$ cat src/core/tscp_pkg.sv
// Purpose: Shared constants and types of the transceiver serial control port
// Assumes: 100 MHz system clock
// Notes:   Register contents themselves have no reset value

package tscp_pkg;

  // ---------------------------------------------------------------
  // Frame layout
  // ---------------------------------------------------------------
  localparam int ADDR_W      = 5;
  localparam int DATA_W      = 26;
  localparam int FRAME_BITS  = 1 + ADDR_W + DATA_W;
  localparam int CNT_W       = 6;
  localparam logic [CNT_W-1:0] CNT_FULL = 6'h20;
  localparam logic [CNT_W-1:0] CNT_ADDR = 6'h05;

  typedef struct packed {
    logic              read;
    logic [ADDR_W-1:0] addr;
    logic [DATA_W-1:0] data;
  } tscp_frame_t;

  // ---------------------------------------------------------------
  // Register offsets and fields
  // ---------------------------------------------------------------
  localparam logic [ADDR_W-1:0] OFS_RX_ENABLE    = 5'h00;
  localparam logic [ADDR_W-1:0] OFS_GPO_CONFIG   = 5'h07;
  localparam logic [ADDR_W-1:0] OFS_RX_MISC_SEC  = 5'h08;
  localparam int BIT_TEMP_ON      = 14;
  localparam int BIT_TEMP_TRIG    = 6;
  localparam int TEMP_LSB         = 7;
  localparam int TEMP_W           = 5;
  localparam int GPO_N            = 3;
  localparam int GPO_MODE_LSB     = 3;

  typedef enum logic [1:0] {
    THIRD_GENERAL_OUTPUT_PLAIN   = 2'h0,
    THIRD_GENERAL_OUTPUT_RX_LOCK = 2'h1,
    THIRD_GENERAL_OUTPUT_TX_LOCK = 2'h2,
    THIRD_GENERAL_OUTPUT_BOTH    = 2'h3
  } tscp_third_general_output_mode_t;

  // ---------------------------------------------------------------
  // Timing
  // ---------------------------------------------------------------
  localparam int CLK_PERIOD_PS   = 10000;
  localparam int TEMP_CONV_US    = 2;
  localparam int TEMP_CONV_CYC   = (TEMP_CONV_US * 1000000) / CLK_PERIOD_PS;
  localparam int TCNT_W          = 8;
  localparam logic [TCNT_W-1:0] TEMP_CONV_LAST = TCNT_W'(TEMP_CONV_CYC - 1);

  // ---------------------------------------------------------------
  // States
  // ---------------------------------------------------------------
  typedef enum logic [1:0] {
    FR_IDLE   = 2'b01,
    FR_ACTIVE = 2'b10
  } tscp_frame_state_t;

  typedef enum logic [1:0] {
    TC_IDLE = 2'b01,
    TC_CONV = 2'b10
  } tscp_temp_state_t;

endpackage : tscp_pkg

$ cat src/core/tscp_core.sv
// Purpose: Four-wire serial control port with temperature sensor and GPO logic
// Assumes: Serial pins and analog status come from outside the clock domain
// Notes:   SCLK is oversampled; it must stay well below a quarter of CLK
//
// Function
// - Frame: read bit, 5-bit address, 26 data
// - Sample DIN on each SCLK rise while CS low
// - CS rise after a 32-bit write stores data at address
// - Read shifts register out on SCLK falls
// - No register reset; host writes all
// - Enable bit 14 powers and keeps sensor
// - Misc bit 6 rising starts conversion
// - Five-bit result ready within 2 us
// - Result read back in misc bits 11:7
// - Three GPOs; third may show PLL lock

`timescale 1ns/1ps

module tscp_core (
  input  wire logic                           CLK,
  input  wire logic                           RST_B,
  input  wire logic                           SCLK,
  input  wire logic                           CS_B,
  input  wire logic                           DIN,
  input  wire logic                           RX_LOCK,
  input  wire logic                           TX_LOCK,
  input  wire logic [tscp_pkg::TEMP_W-1:0]    TEMP_CODE,
  output logic                                DOUT,
  output logic      [tscp_pkg::GPO_N-1:0]     GPO,
  output logic                                TEMP_SENSOR_ON,
  output logic                                TEMP_CONVERTING
);

  // ---------------------------------------------------------------
  // Input synchronisers
  // ---------------------------------------------------------------
  localparam int SW = 5 + tscp_pkg::TEMP_W;

  logic [SW-1:0] sync_a;
  logic [SW-1:0] sync_b;
  logic [SW-1:0] in_raw;

  assign in_raw = {SCLK, CS_B, DIN, RX_LOCK, TX_LOCK, TEMP_CODE};

  genvar gi;
  generate
    for (gi = 0; gi < SW; gi++) begin : g_sync
      always_ff @(posedge CLK or negedge RST_B) begin
        if (!RST_B) begin
          // Chip select rests high so reset release opens no false frame
          sync_a[gi] <= (gi == SW - 2);
          sync_b[gi] <= (gi == SW - 2);
        end else begin
          sync_a[gi] <= in_raw[gi];
          sync_b[gi] <= sync_a[gi];
        end
      end
    end
  endgenerate

  logic                        sclk_s;
  logic                        cs_b_s;
  logic                        din_s;
  logic                        rx_lock_s;
  logic                        tx_lock_s;
  logic [tscp_pkg::TEMP_W-1:0] temp_code_s;

  assign {sclk_s, cs_b_s, din_s, rx_lock_s, tx_lock_s, temp_code_s} = sync_b;

  // ---------------------------------------------------------------
  // Serial frame engine
  // ---------------------------------------------------------------
  tscp_pkg::tscp_frame_state_t        fr_state;
  tscp_pkg::tscp_frame_state_t        next_fr_state;
  logic                               sclk_prev;
  logic [tscp_pkg::FRAME_BITS-1:0]    shift_in;
  logic [tscp_pkg::FRAME_BITS-1:0]    next_shift_in;
  logic [tscp_pkg::CNT_W-1:0]         bit_cnt;
  logic [tscp_pkg::CNT_W-1:0]         next_bit_cnt;
  logic [tscp_pkg::DATA_W-1:0]        shift_out;
  logic [tscp_pkg::DATA_W-1:0]        next_shift_out;
  logic                               next_dout;
  logic                               load_pend;
  logic                               next_load_pend;
  logic                               sclk_rise;
  logic                               sclk_fall;
  logic                               wr_en;
  logic                               rd_en;
  logic [tscp_pkg::ADDR_W-1:0]        rd_addr;
  logic [tscp_pkg::DATA_W-1:0]        rd_data;
  logic [tscp_pkg::DATA_W-1:0]        rd_view;
  tscp_pkg::tscp_frame_t              frame;

  assign sclk_rise = sclk_s & ~sclk_prev;
  assign sclk_fall = ~sclk_s & sclk_prev;
  assign frame     = shift_in;
  assign rd_addr   = {shift_in[3:0], din_s};

  always_comb begin
    next_fr_state  = fr_state;
    next_shift_in  = shift_in;
    next_bit_cnt   = bit_cnt;
    next_shift_out = shift_out;
    next_dout      = DOUT;
    next_load_pend = 1'b0;
    wr_en          = 1'b0;
    rd_en          = 1'b0;
    case (fr_state)
      tscp_pkg::FR_IDLE: begin
        next_dout = 1'b0;
        if (!cs_b_s) begin
          next_fr_state = tscp_pkg::FR_ACTIVE;
          next_bit_cnt  = '0;
        end
      end
      tscp_pkg::FR_ACTIVE: begin
        if (cs_b_s) begin
          next_fr_state = tscp_pkg::FR_IDLE;
          // Only a complete write frame touches storage
          wr_en = (bit_cnt == tscp_pkg::CNT_FULL) && !frame.read;
        end else begin
          if (sclk_rise) begin
            next_shift_in = {shift_in[tscp_pkg::FRAME_BITS-2:0], din_s};
            if (bit_cnt <= tscp_pkg::CNT_FULL) begin
              next_bit_cnt = bit_cnt + 6'h01;
            end
            // Last address bit arriving and the frame is a read
            if (bit_cnt == tscp_pkg::CNT_ADDR && shift_in[4]) begin
              rd_en = 1'b1;
            end
          end
          if (load_pend) begin
            next_shift_out = rd_view;
          end else if (sclk_fall) begin
            next_dout      = shift_out[tscp_pkg::DATA_W-1];
            next_shift_out = {shift_out[tscp_pkg::DATA_W-2:0], 1'b0};
          end
        end
        next_load_pend = rd_en;
      end
      default: begin
        next_fr_state = tscp_pkg::FR_IDLE;
      end
    endcase
  end

  always_ff @(posedge CLK or negedge RST_B) begin
    if (!RST_B) begin
      fr_state  <= tscp_pkg::FR_IDLE;
      sclk_prev <= 1'b0;
      shift_in  <= '0;
      bit_cnt   <= '0;
      shift_out <= '0;
      DOUT      <= 1'b0;
      load_pend <= 1'b0;
    end else begin
      fr_state  <= next_fr_state;
      sclk_prev <= sclk_s;
      shift_in  <= next_shift_in;
      bit_cnt   <= next_bit_cnt;
      shift_out <= next_shift_out;
      DOUT      <= next_dout;
      load_pend <= next_load_pend;
    end
  end

  // No reset on storage: host must program every register
  tscp_regfile #(
    .AW (tscp_pkg::ADDR_W),
    .DW (tscp_pkg::DATA_W)
  ) u_regs (
    .CLK   (CLK),
    .RST_B (RST_B),
    .WE    (wr_en),
    .WADDR (frame.addr),
    .WDATA (frame.data),
    .RE    (rd_en),
    .RADDR (rd_addr),
    .RDATA (rd_data)
  );

  // ---------------------------------------------------------------
  // Shadow control bits and temperature sensor
  // ---------------------------------------------------------------
  tscp_pkg::tscp_temp_state_t   tc_state;
  tscp_pkg::tscp_temp_state_t   next_tc_state;
  logic                         temp_on;
  logic                         next_temp_on;
  logic                         trig_bit;
  logic                         next_trig_bit;
  logic [4:0]                   gpo_cfg;
  logic [4:0]                   next_gpo_cfg;
  logic [tscp_pkg::TCNT_W-1:0]  tc_cnt;
  logic [tscp_pkg::TCNT_W-1:0]  next_tc_cnt;
  logic [tscp_pkg::TEMP_W-1:0]  temp_res;
  logic [tscp_pkg::TEMP_W-1:0]  next_temp_res;
  logic                         rd_is_misc;
  logic                         next_rd_is_misc;
  logic                         trig;

  assign trig = wr_en && frame.addr == tscp_pkg::OFS_RX_MISC_SEC
                && frame.data[tscp_pkg::BIT_TEMP_TRIG] && !trig_bit;

  always_comb begin
    rd_view = rd_data;
    if (rd_is_misc) begin
      rd_view[tscp_pkg::TEMP_LSB +: tscp_pkg::TEMP_W] = temp_res;
    end
  end

  always_comb begin
    next_temp_on    = temp_on;
    next_trig_bit   = trig_bit;
    next_gpo_cfg    = gpo_cfg;
    next_tc_state   = tc_state;
    next_tc_cnt     = tc_cnt;
    next_temp_res   = temp_res;
    next_rd_is_misc = rd_is_misc;
    if (rd_en) begin
      next_rd_is_misc = (rd_addr == tscp_pkg::OFS_RX_MISC_SEC);
    end
    if (wr_en) begin
      case (frame.addr)
        tscp_pkg::OFS_RX_ENABLE:   next_temp_on  = frame.data[tscp_pkg::BIT_TEMP_ON];
        tscp_pkg::OFS_RX_MISC_SEC: next_trig_bit = frame.data[tscp_pkg::BIT_TEMP_TRIG];
        tscp_pkg::OFS_GPO_CONFIG:  next_gpo_cfg  = frame.data[4:0];
        default:                   next_gpo_cfg  = gpo_cfg;
      endcase
    end
    case (tc_state)
      tscp_pkg::TC_IDLE: begin
        if (trig) begin
          next_tc_state = tscp_pkg::TC_CONV;
          next_tc_cnt   = '0;
        end
      end
      tscp_pkg::TC_CONV: begin
        next_tc_cnt = tc_cnt + 8'h01;
        if (tc_cnt == tscp_pkg::TEMP_CONV_LAST) begin
          next_tc_state = tscp_pkg::TC_IDLE;
          next_temp_res = temp_code_s;
        end
      end
      default: begin
        next_tc_state = tscp_pkg::TC_IDLE;
      end
    endcase
    // Result is held only while the sensor stays powered
    if (!temp_on) begin
      next_temp_res = '0;
    end
  end

  always_ff @(posedge CLK or negedge RST_B) begin
    if (!RST_B) begin
      tc_state        <= tscp_pkg::TC_IDLE;
      temp_on         <= 1'b0;
      trig_bit        <= 1'b0;
      gpo_cfg         <= '0;
      tc_cnt          <= '0;
      temp_res        <= '0;
      rd_is_misc      <= 1'b0;
      TEMP_SENSOR_ON  <= 1'b0;
      TEMP_CONVERTING <= 1'b0;
    end else begin
      tc_state        <= next_tc_state;
      temp_on         <= next_temp_on;
      trig_bit        <= next_trig_bit;
      gpo_cfg         <= next_gpo_cfg;
      tc_cnt          <= next_tc_cnt;
      temp_res        <= next_temp_res;
      rd_is_misc      <= next_rd_is_misc;
      TEMP_SENSOR_ON  <= next_temp_on;
      TEMP_CONVERTING <= (next_tc_state == tscp_pkg::TC_CONV);
    end
  end

  // ---------------------------------------------------------------
  // General-purpose outputs
  // ---------------------------------------------------------------
  logic [tscp_pkg::GPO_N-1:0] next_gpo;
  tscp_pkg::tscp_third_general_output_mode_t  third_general_output_mode;

  assign third_general_output_mode = tscp_pkg::tscp_third_general_output_mode_t'(gpo_cfg[tscp_pkg::GPO_MODE_LSB +: 2]);

  always_comb begin
    next_gpo = gpo_cfg[tscp_pkg::GPO_N-1:0];
    case (third_general_output_mode)
      tscp_pkg::THIRD_GENERAL_OUTPUT_RX_LOCK: next_gpo[2] = rx_lock_s;
      tscp_pkg::THIRD_GENERAL_OUTPUT_TX_LOCK: next_gpo[2] = tx_lock_s;
      tscp_pkg::THIRD_GENERAL_OUTPUT_BOTH:    next_gpo[2] = rx_lock_s & tx_lock_s;
      default:                next_gpo[2] = gpo_cfg[2];
    endcase
  end

  always_ff @(posedge CLK or negedge RST_B) begin
    if (!RST_B) begin
      GPO <= '0;
    end else begin
      GPO <= next_gpo;
    end
  end

endmodule : tscp_core

$ cat src/core/tscp_regfile.sv
// Purpose: 32 x 26 register storage with registered read data
// Assumes: One write and one read port on the system clock
// Notes:   Storage is never reset; only the read register is

`timescale 1ns/1ps

module tscp_regfile #(
  parameter int AW = 5,
  parameter int DW = 26
) (
  input  wire logic          CLK,
  input  wire logic          RST_B,
  input  wire logic          WE,
  input  wire logic [AW-1:0] WADDR,
  input  wire logic [DW-1:0] WDATA,
  input  wire logic          RE,
  input  wire logic [AW-1:0] RADDR,
  output logic      [DW-1:0] RDATA
);

  logic [DW-1:0] mem [0:(1<<AW)-1];
  logic [DW-1:0] next_rdata;

  // Contents undefined until the host writes them
  always_ff @(posedge CLK) begin
    if (WE) begin
      mem[WADDR] <= WDATA;
    end
  end

  always_comb begin
    next_rdata = RDATA;
    if (RE) begin
      next_rdata = mem[RADDR];
    end
  end

  always_ff @(posedge CLK or negedge RST_B) begin
    if (!RST_B) begin
      RDATA <= '0;
    end else begin
      RDATA <= next_rdata;
    end
  end

endmodule : tscp_regfile

$ cat config.mk
export PLATFORM = sky130hd
export DESIGN_NAME = tscp_core
export DESIGN_NICKNAME = d
export VERILOG_FILES = /design/src/core/tscp_pkg.sv /design/src/core/tscp_core.sv /design/src/core/tscp_regfile.sv
export SDC_FILE = /design/constraint.sdc
export NUM_CORES = 1
export LEC_CHECK = 0
export BUFFER_PORTS_ARGS = -buffer_cell sky130_fd_sc_hd__buf_4
export CAP_MARGIN = 5
export CORE_AREA = 2 2 260 262
export DETAILED_ROUTE_END_ITERATION = 8
export DIE_AREA = 0 0 262 264
export PLACE_DENSITY = 0.73
export SLEW_MARGIN = 30
export SYNTH_ARGS = -nofsm -noshare
export SYNTH_HDL_FRONTEND = slang
export SYNTH_HIERARCHICAL = 1
export SYNTH_SLANG_ARGS = --single-unit
$ cat constraint.sdc
create_clock -name CLK -period 4.8 [get_ports CLK]
set_clock_uncertainty 0.1 [all_clocks]
set_input_delay 0.96 -clock CLK [delete_from_list [all_inputs] [get_ports CLK]]
set_output_delay 0.96 -clock CLK [all_outputs]
set_load 0.02 [all_outputs]
[After elaboration in Yosys (flattened, before gate mapping)]
Memories as Yosys holds them, arrays and structs flattened. A register that Yosys moved wholly into a read port is not among the register bits.
Index checks and enable logic that the tools add are counted.
Word-level totals
  memories: 1
  bits in writable memories: 832
  latch bits: 0
  bits in read-only memories: 0
  input bits: 12
  output and inout port bits: 6
  logic and storage cells: 124
  register bits after elaboration: 116
Operators by class
  muxes and demuxes: 32
  shifts and indexed selects: 0
  $mul: 0
  magnitude comparators: 1
  bitwise operators: 6
  div/mod/pow operators: 0
  reductions and logical operators: 22
  add/subtract/negate cells: 2
  equal/unequal tests: 24
Memories
  u_regs.mem: words 32, bits a word 26, read ports 1, clocked after Yosys merged registers in 1, wr ports 1, RTL line tscp_regfile.sv:21  | logic [DW-1:0] mem [0:(1<<AW)-1];
Operators with widths (number)
  2-to-1 mux 26 bit: 2
  2-to-1 mux 6 bit: 4
  2-to-1 mux 5 bit: 4
  inequality test 2 bit (second input constant): 8
  one-hot mux 8 bit (2 select lines): 1
  one-hot mux 6 bit (2 select lines): 1
  AND reduction 2 bit: 6
  2-to-1 mux 1 bit: 11
  == test 2 bit (second input constant): 5
  == test 5 x 4 -> 1 bit (second input constant): 2
  adder 8 x 1 -> 8 bit (second input constant): 1
  == test 8 bit (second input constant): 1
  2-to-1 mux 2 bit: 4
  2-to-1 mux 8 bit: 1
  one-hot mux 2 bit (2 select lines): 2
  adder 6 x 1 -> 6 bit (second input constant): 1
  == test 2 x 1 -> 1 bit (second input constant): 3
  == test 6 x 3 -> 1 bit (second input constant): 1
  == test 6 bit (second input constant): 1
  less-or-equal comparator 6 bit (second input constant): 1
  AND reduction 3 bit: 2
  nonzero test 2 bit: 3
  == test 5 x 3 -> 1 bit (second input constant): 1
  logical AND 1 bit: 5
  9 further kinds: 16

[Longest topological paths before layout]
  depth in word-level cells: 10
  depth in mapped cells: 8
  mapped depth without buffers: 6

[Modules after synthesis]
Netlist, hierarchy kept.
Modules (own cells, without submodules)
  tscp_regfile: times used 1, cells each 1799, sequential area each 25634.6 um2, area an instance 33211.9 um2
  tscp_core: times used 1, cells each 387, sequential area each 2907.8 um2, area an instance 4822.1 um2

[Worst setup path before layout]
No wires, ideal clock.
  kind: register to register
  from: reg bit_cnt[0] (netlist name)
  to: mem u_regs.mem[28][0] (enable)
  stages on the path, launching flop included: 8
  clock period less this slack: 3662 ps
  data required time: 4291 ps
  setup slack: 1138 ps
  buffers on the path: 1
  library setup time: 409 ps
  data arrival time: 3153 ps
  cells stage by stage: dfrtp_1 > inv_1 > ha_1 > or4b_4 > nor3_1 > or3b_2 > clkbuf_1 > nor2_1
Between the ends
  cells in the longest elaborated chain, start to end: 6
RTL lines
  from (decl): RTL line tscp_core.sv:78  | logic [tscp_pkg::CNT_W-1:0] bit_cnt;
  from (signal assigned): RTL line tscp_core.sv:160  | bit_cnt <= next_bit_cnt;
  == test 6 bit: RTL line tscp_core.sv:120  | wr_en = (bit_cnt == tscp_pkg::CNT_FULL) && !frame.read;
  logical AND 1 bit: RTL line tscp_core.sv:120
  2-to-1 mux 1 bit: RTL line tscp_core.sv:117  | if (cs_b_s) begin
  2-to-1 mux 1 bit: RTL line tscp_core.sv:108  | case (fr_state)
  named net wr_en: RTL line tscp_core.sv:87  | logic wr_en;
  2-to-1 mux 1 bit: RTL line tscp_regfile.sv:26  | if (WE) begin
  2-to-1 mux 1 bit (implied by the code): RTL line tscp_regfile.sv:27  | mem[WADDR] <= WDATA;
  to (decl): RTL line tscp_regfile.sv:21
The timed path passes the listed nets, and every way through them passes these cells.

[Worst setup path after layout]
  from: reg bit_cnt[0] (netlist name)
  to: mem u_regs.mem[12][10] (enable)
Same word-level chain as after synthesis.

==> summary.md <==
| Metric | Value |
|---|---|
| GR Util met2 | `0.420` |
| Final setup fails | `0` |
| Busiest layer in global routing | `met2` |
| CTS Buffer Depth | `3` |
| Clock-pin slew on the worst setup and hold paths | `60 ps` |
| Port bufs | `17` |
| Initial antenna violation count | `5` |
| # DRC | `0` |
| Fin crit share | `0.808` |
| DRT iter0 DRCs | `2438` |
| Yosys reg bits | `974` |
| Crit path cell chain | `inv_1 > ha_1 > or4b_4 > nor3_1 > or3b_2 > nor2_4` |
| Placed Area | `39600 sq um` |
| Syn Area/Cell | `17.4 sq um` |
| Critical path arrival | `4040 ps` |
| Post-synth EDFFs | `832` |
| IO Pins | `18` |
| Critical-path maximum fanout | `26` |
| TritonCTS clock tree | `yes` |
| First-pass GRT wire length | `135000 microns` |
| Leading cell types in the layout, fill and taps excluded | `edfxtp_1 (832), mux2i_1 (450), a22oi_1 (210), dfrtp_1 (119), a21oi_1 (107)` |
| Routed vias | `20600` |
| Post-Syn Instances | `2186` |
| Largest net degree at the start of global routing | `81` |
| Nets | `2268` |
| CP delay by family, top | `simple AND/OR/NAND/NOR gates` |
| Fraction of registers with async set/reset | `0.146` |
| Core ar. | `66600 sq um` |
| Setup TNS | `0 ps` |
| Vias/cell | `6.42` |
| Cell Area, Synth | `38000 sq um` |
| Leakage | `15.2 nW` |
| Vias in the first global route | `20200` |
| GR met3 Demand/Resource | `0.0590` |
| Final Wtd Congestion | `0.925` |
| Commonest non-fill, non-tap cell in the layout | `edfxtp_1` |
| Synth cell types | `55` |
| Post-CTS Setup Bufs | `0` |
| Worst Path Required | `4960 ps` |
| Synth area leaders | `edfxtp_1 (66%), mux2i_1 (12%), dfrtp_1 (9.1%)` |
| CP endpoint kind | `flop` |
| Fmax | `258 MHz` |
| Share of the synthesized area in the top cell type | `0.657` |
| Root buf cell | `clkbuf_16` |
| Post-detail-place hpwl | `56200 microns` |
| # diodes | `0` |
| Die area | `69200 sq um` |
| Unrepaired setup endpoints after global routing | `no` |
| Status | `finished clean` |
| Clock latency on the worst-skew pair | `660 ps` |
| First-pass DRT Iterations | `5` |
| H-Tree Depth | `3` |
| Worst-Margin Slew | `1000 ps` |
| Syn Nets | `2204` |
| Die Ht | `264 microns` |
| Ys flop type | `edfxtp_1` |
| Worst stage delay on the critical path | `800 ps` |
| Register area share after synthesis | `0.750` |
| Met1 GRT Util | `0.381` |
| Fill cells | `4536` |
| Worst VDD drop | `301 uV` |
| Antenna Nets Post-Route | `0` |
| Post-CTS Hold Buffers | `0` |
| Post-Route WL | `93200 microns` |
| Power density over the cells | `410 nW/um^2` |
| Area Growth Syn to Fin | `12.5%` |
| Clock sinks | `974` |
| Yosys warns | `6` |
| Total GRT Usage | `0.272` |
| Setup CP Type | `flop to flop` |
| Post-route design area | `42800 sq um` |
| Post-CTS Resized | `0` |
| Fraction of layout cells with a size suffix above 1 | `0.163` |
| Period minus WS final | `3880 ps` |
| Critical path's slowest cell | `or3b_2` |
| Width of the chip | `262 microns` |
| Starting Density | `0.571` |
| Final Hold Viols | `0` |
| FP Rows | `95` |
| CP bufs+invs | `1` |
| TritonCTS Buffers | `95` |
| WL per Instance | `29.1 microns` |
| Max_cap viols | `0` |
| Headroom to the max-slew limit | `0.331` |
| Startpoint Class | `flop` |
| Residual overflow from global routing | `0` |
| Worst hold path type | `flop to flop` |
| Final Max Tran Viols | `0` |
| Yosys top cell by area | `edfxtp_1` |
## kinds of logic after synthesis
group | share of synthesized area
xor gates and xnor gates | 0.000230
AOI/OAI and AO/OA | 0.0645
buffers and inverters | 0.0189
and+or+nand+nor | 0.0259
muxes | 0.138
DFF | 0.750
adders and majority gates | 0.00197
## per-stage QoR
stage | util | worst slack, ps | instances | power [mW] | hold slack (ps)
finish | 0.643 | 922 | 3205 | 17.5 | 247
global placement | 0.595 | 1020 | 3026 | 10.2 | 231
CTS | 0.643 | 1000 | 3205 | 17.6 | 250
global route | 0.643 | 814 | 3205 | 18.0 | 247
detailed placement | 0.595 | 1030 | 3026 | 10.2 | 236
floorplan | - | 1140 | 2186 | 9.84 | 231
## worst reg2reg max path, delay by kind of cell, from the launching register on
kind | cells | cell delay, ps
flip-flops | 1 | 440
AND/OR/NAND/NOR | 4 | 2710
buffers and inverters | 1 | 90
adder cells (fa/ha/maj) | 1 | 140
## flip-flops by register name, summed over array words and instances (netlist names), 2 cells and up
name / cells
temp_res: 5
fr_state: 2
shift_out: 26
sync_a: 10
gpo_cfg: 5
GPO: 3
u_regs/mem: 832
frame: 32
sync_b: 5
tc_cnt: 8
bit_cnt: 6
tc_state: 2
u_regs/RDATA: 26
## routing by layer
metal | vias up | routed length [microns]
met1 | 10500 | 36700
met2 | 1016 | 43900
met4 | 4 | 3700
li1 | 8807 | -
met5 | - | 23
met3 | 197 | 8930
## cells in the mapped netlist, types with 2 or more instances
cell type,n
mux2i_1,450
nand4_1,2
buf_2,29
a211oi_1,2
and2_1,2
nand2_1,46
nor2b_1,9
nor3b_1,2
nand2b_1,7
buf_6,11
nor2_1,38
inv_1,9
mux2_2,66
clkbuf_1,52
a221o_1,6
o21ai_0,31
nor3_1,11
nand3_1,8
a22oi_1,210
and3_1,5
edfxtp_1,832
nand4b_1,2
nand3b_1,6
dfstp_2,4
or3_1,3
or3b_2,3
clkbuf_4,4
ha_1,6
a21oi_1,107
or2_2,5
buf_1,6
nor4_1,31
buf_4,22
dfrtp_1,138
## final timing paths
kind / from / endpoint / slack (ps) / cells after the start
hold / removal: sync_a[3]$_DFF_PN0_ / sync_b[3]$_DFF_PN0_ / 250 / 0
setup reg to reg: bit_cnt[0]$_DFFE_PN0P_ / u_regs/mem[12][10]$_DFFE_PP_ / 920 / 6
max in group asynchronous: RST_B / fr_state[0]$_DFFE_PN1P_ / 3360 / 2
min in group asynchronous: RST_B / tc_cnt[2]$_DFFE_PN0P_ / 260 / 1
setup / recovery: bit_cnt[0]$_DFFE_PN0P_ / u_regs/mem[12][10]$_DFFE_PP_ / 920 / 6
hold reg to reg: sync_a[3]$_DFF_PN0_ / sync_b[3]$_DFF_PN0_ / 250 / 0
## report_power, final
part / total [mW] / internal (mW) / switching [mW]
logic: 0.873 / 0.270 / 0.604
clock network: 7.52 / 4.42 / 3.09
registers: 9.16 / 9.12 / 0.0433
## final cells by class
type / instances / area (sq um) / share of cell area
Clock inverter: 53 / 539 / 0.0126
Multi-Input combinational cell: 1078 / 9060 / 0.212
Sequential cell: 974 / 28600 / 0.668
Inverter: 10 / 37.5 / 0.000878
Timing Repair Buffer: 91 / 825 / 0.0193
Tap cell: 873 / 1090 / 0.0255
Clock buffer: 126 / 2650 / 0.0619
No activity file was read; power rests on OpenSTA's default activity.
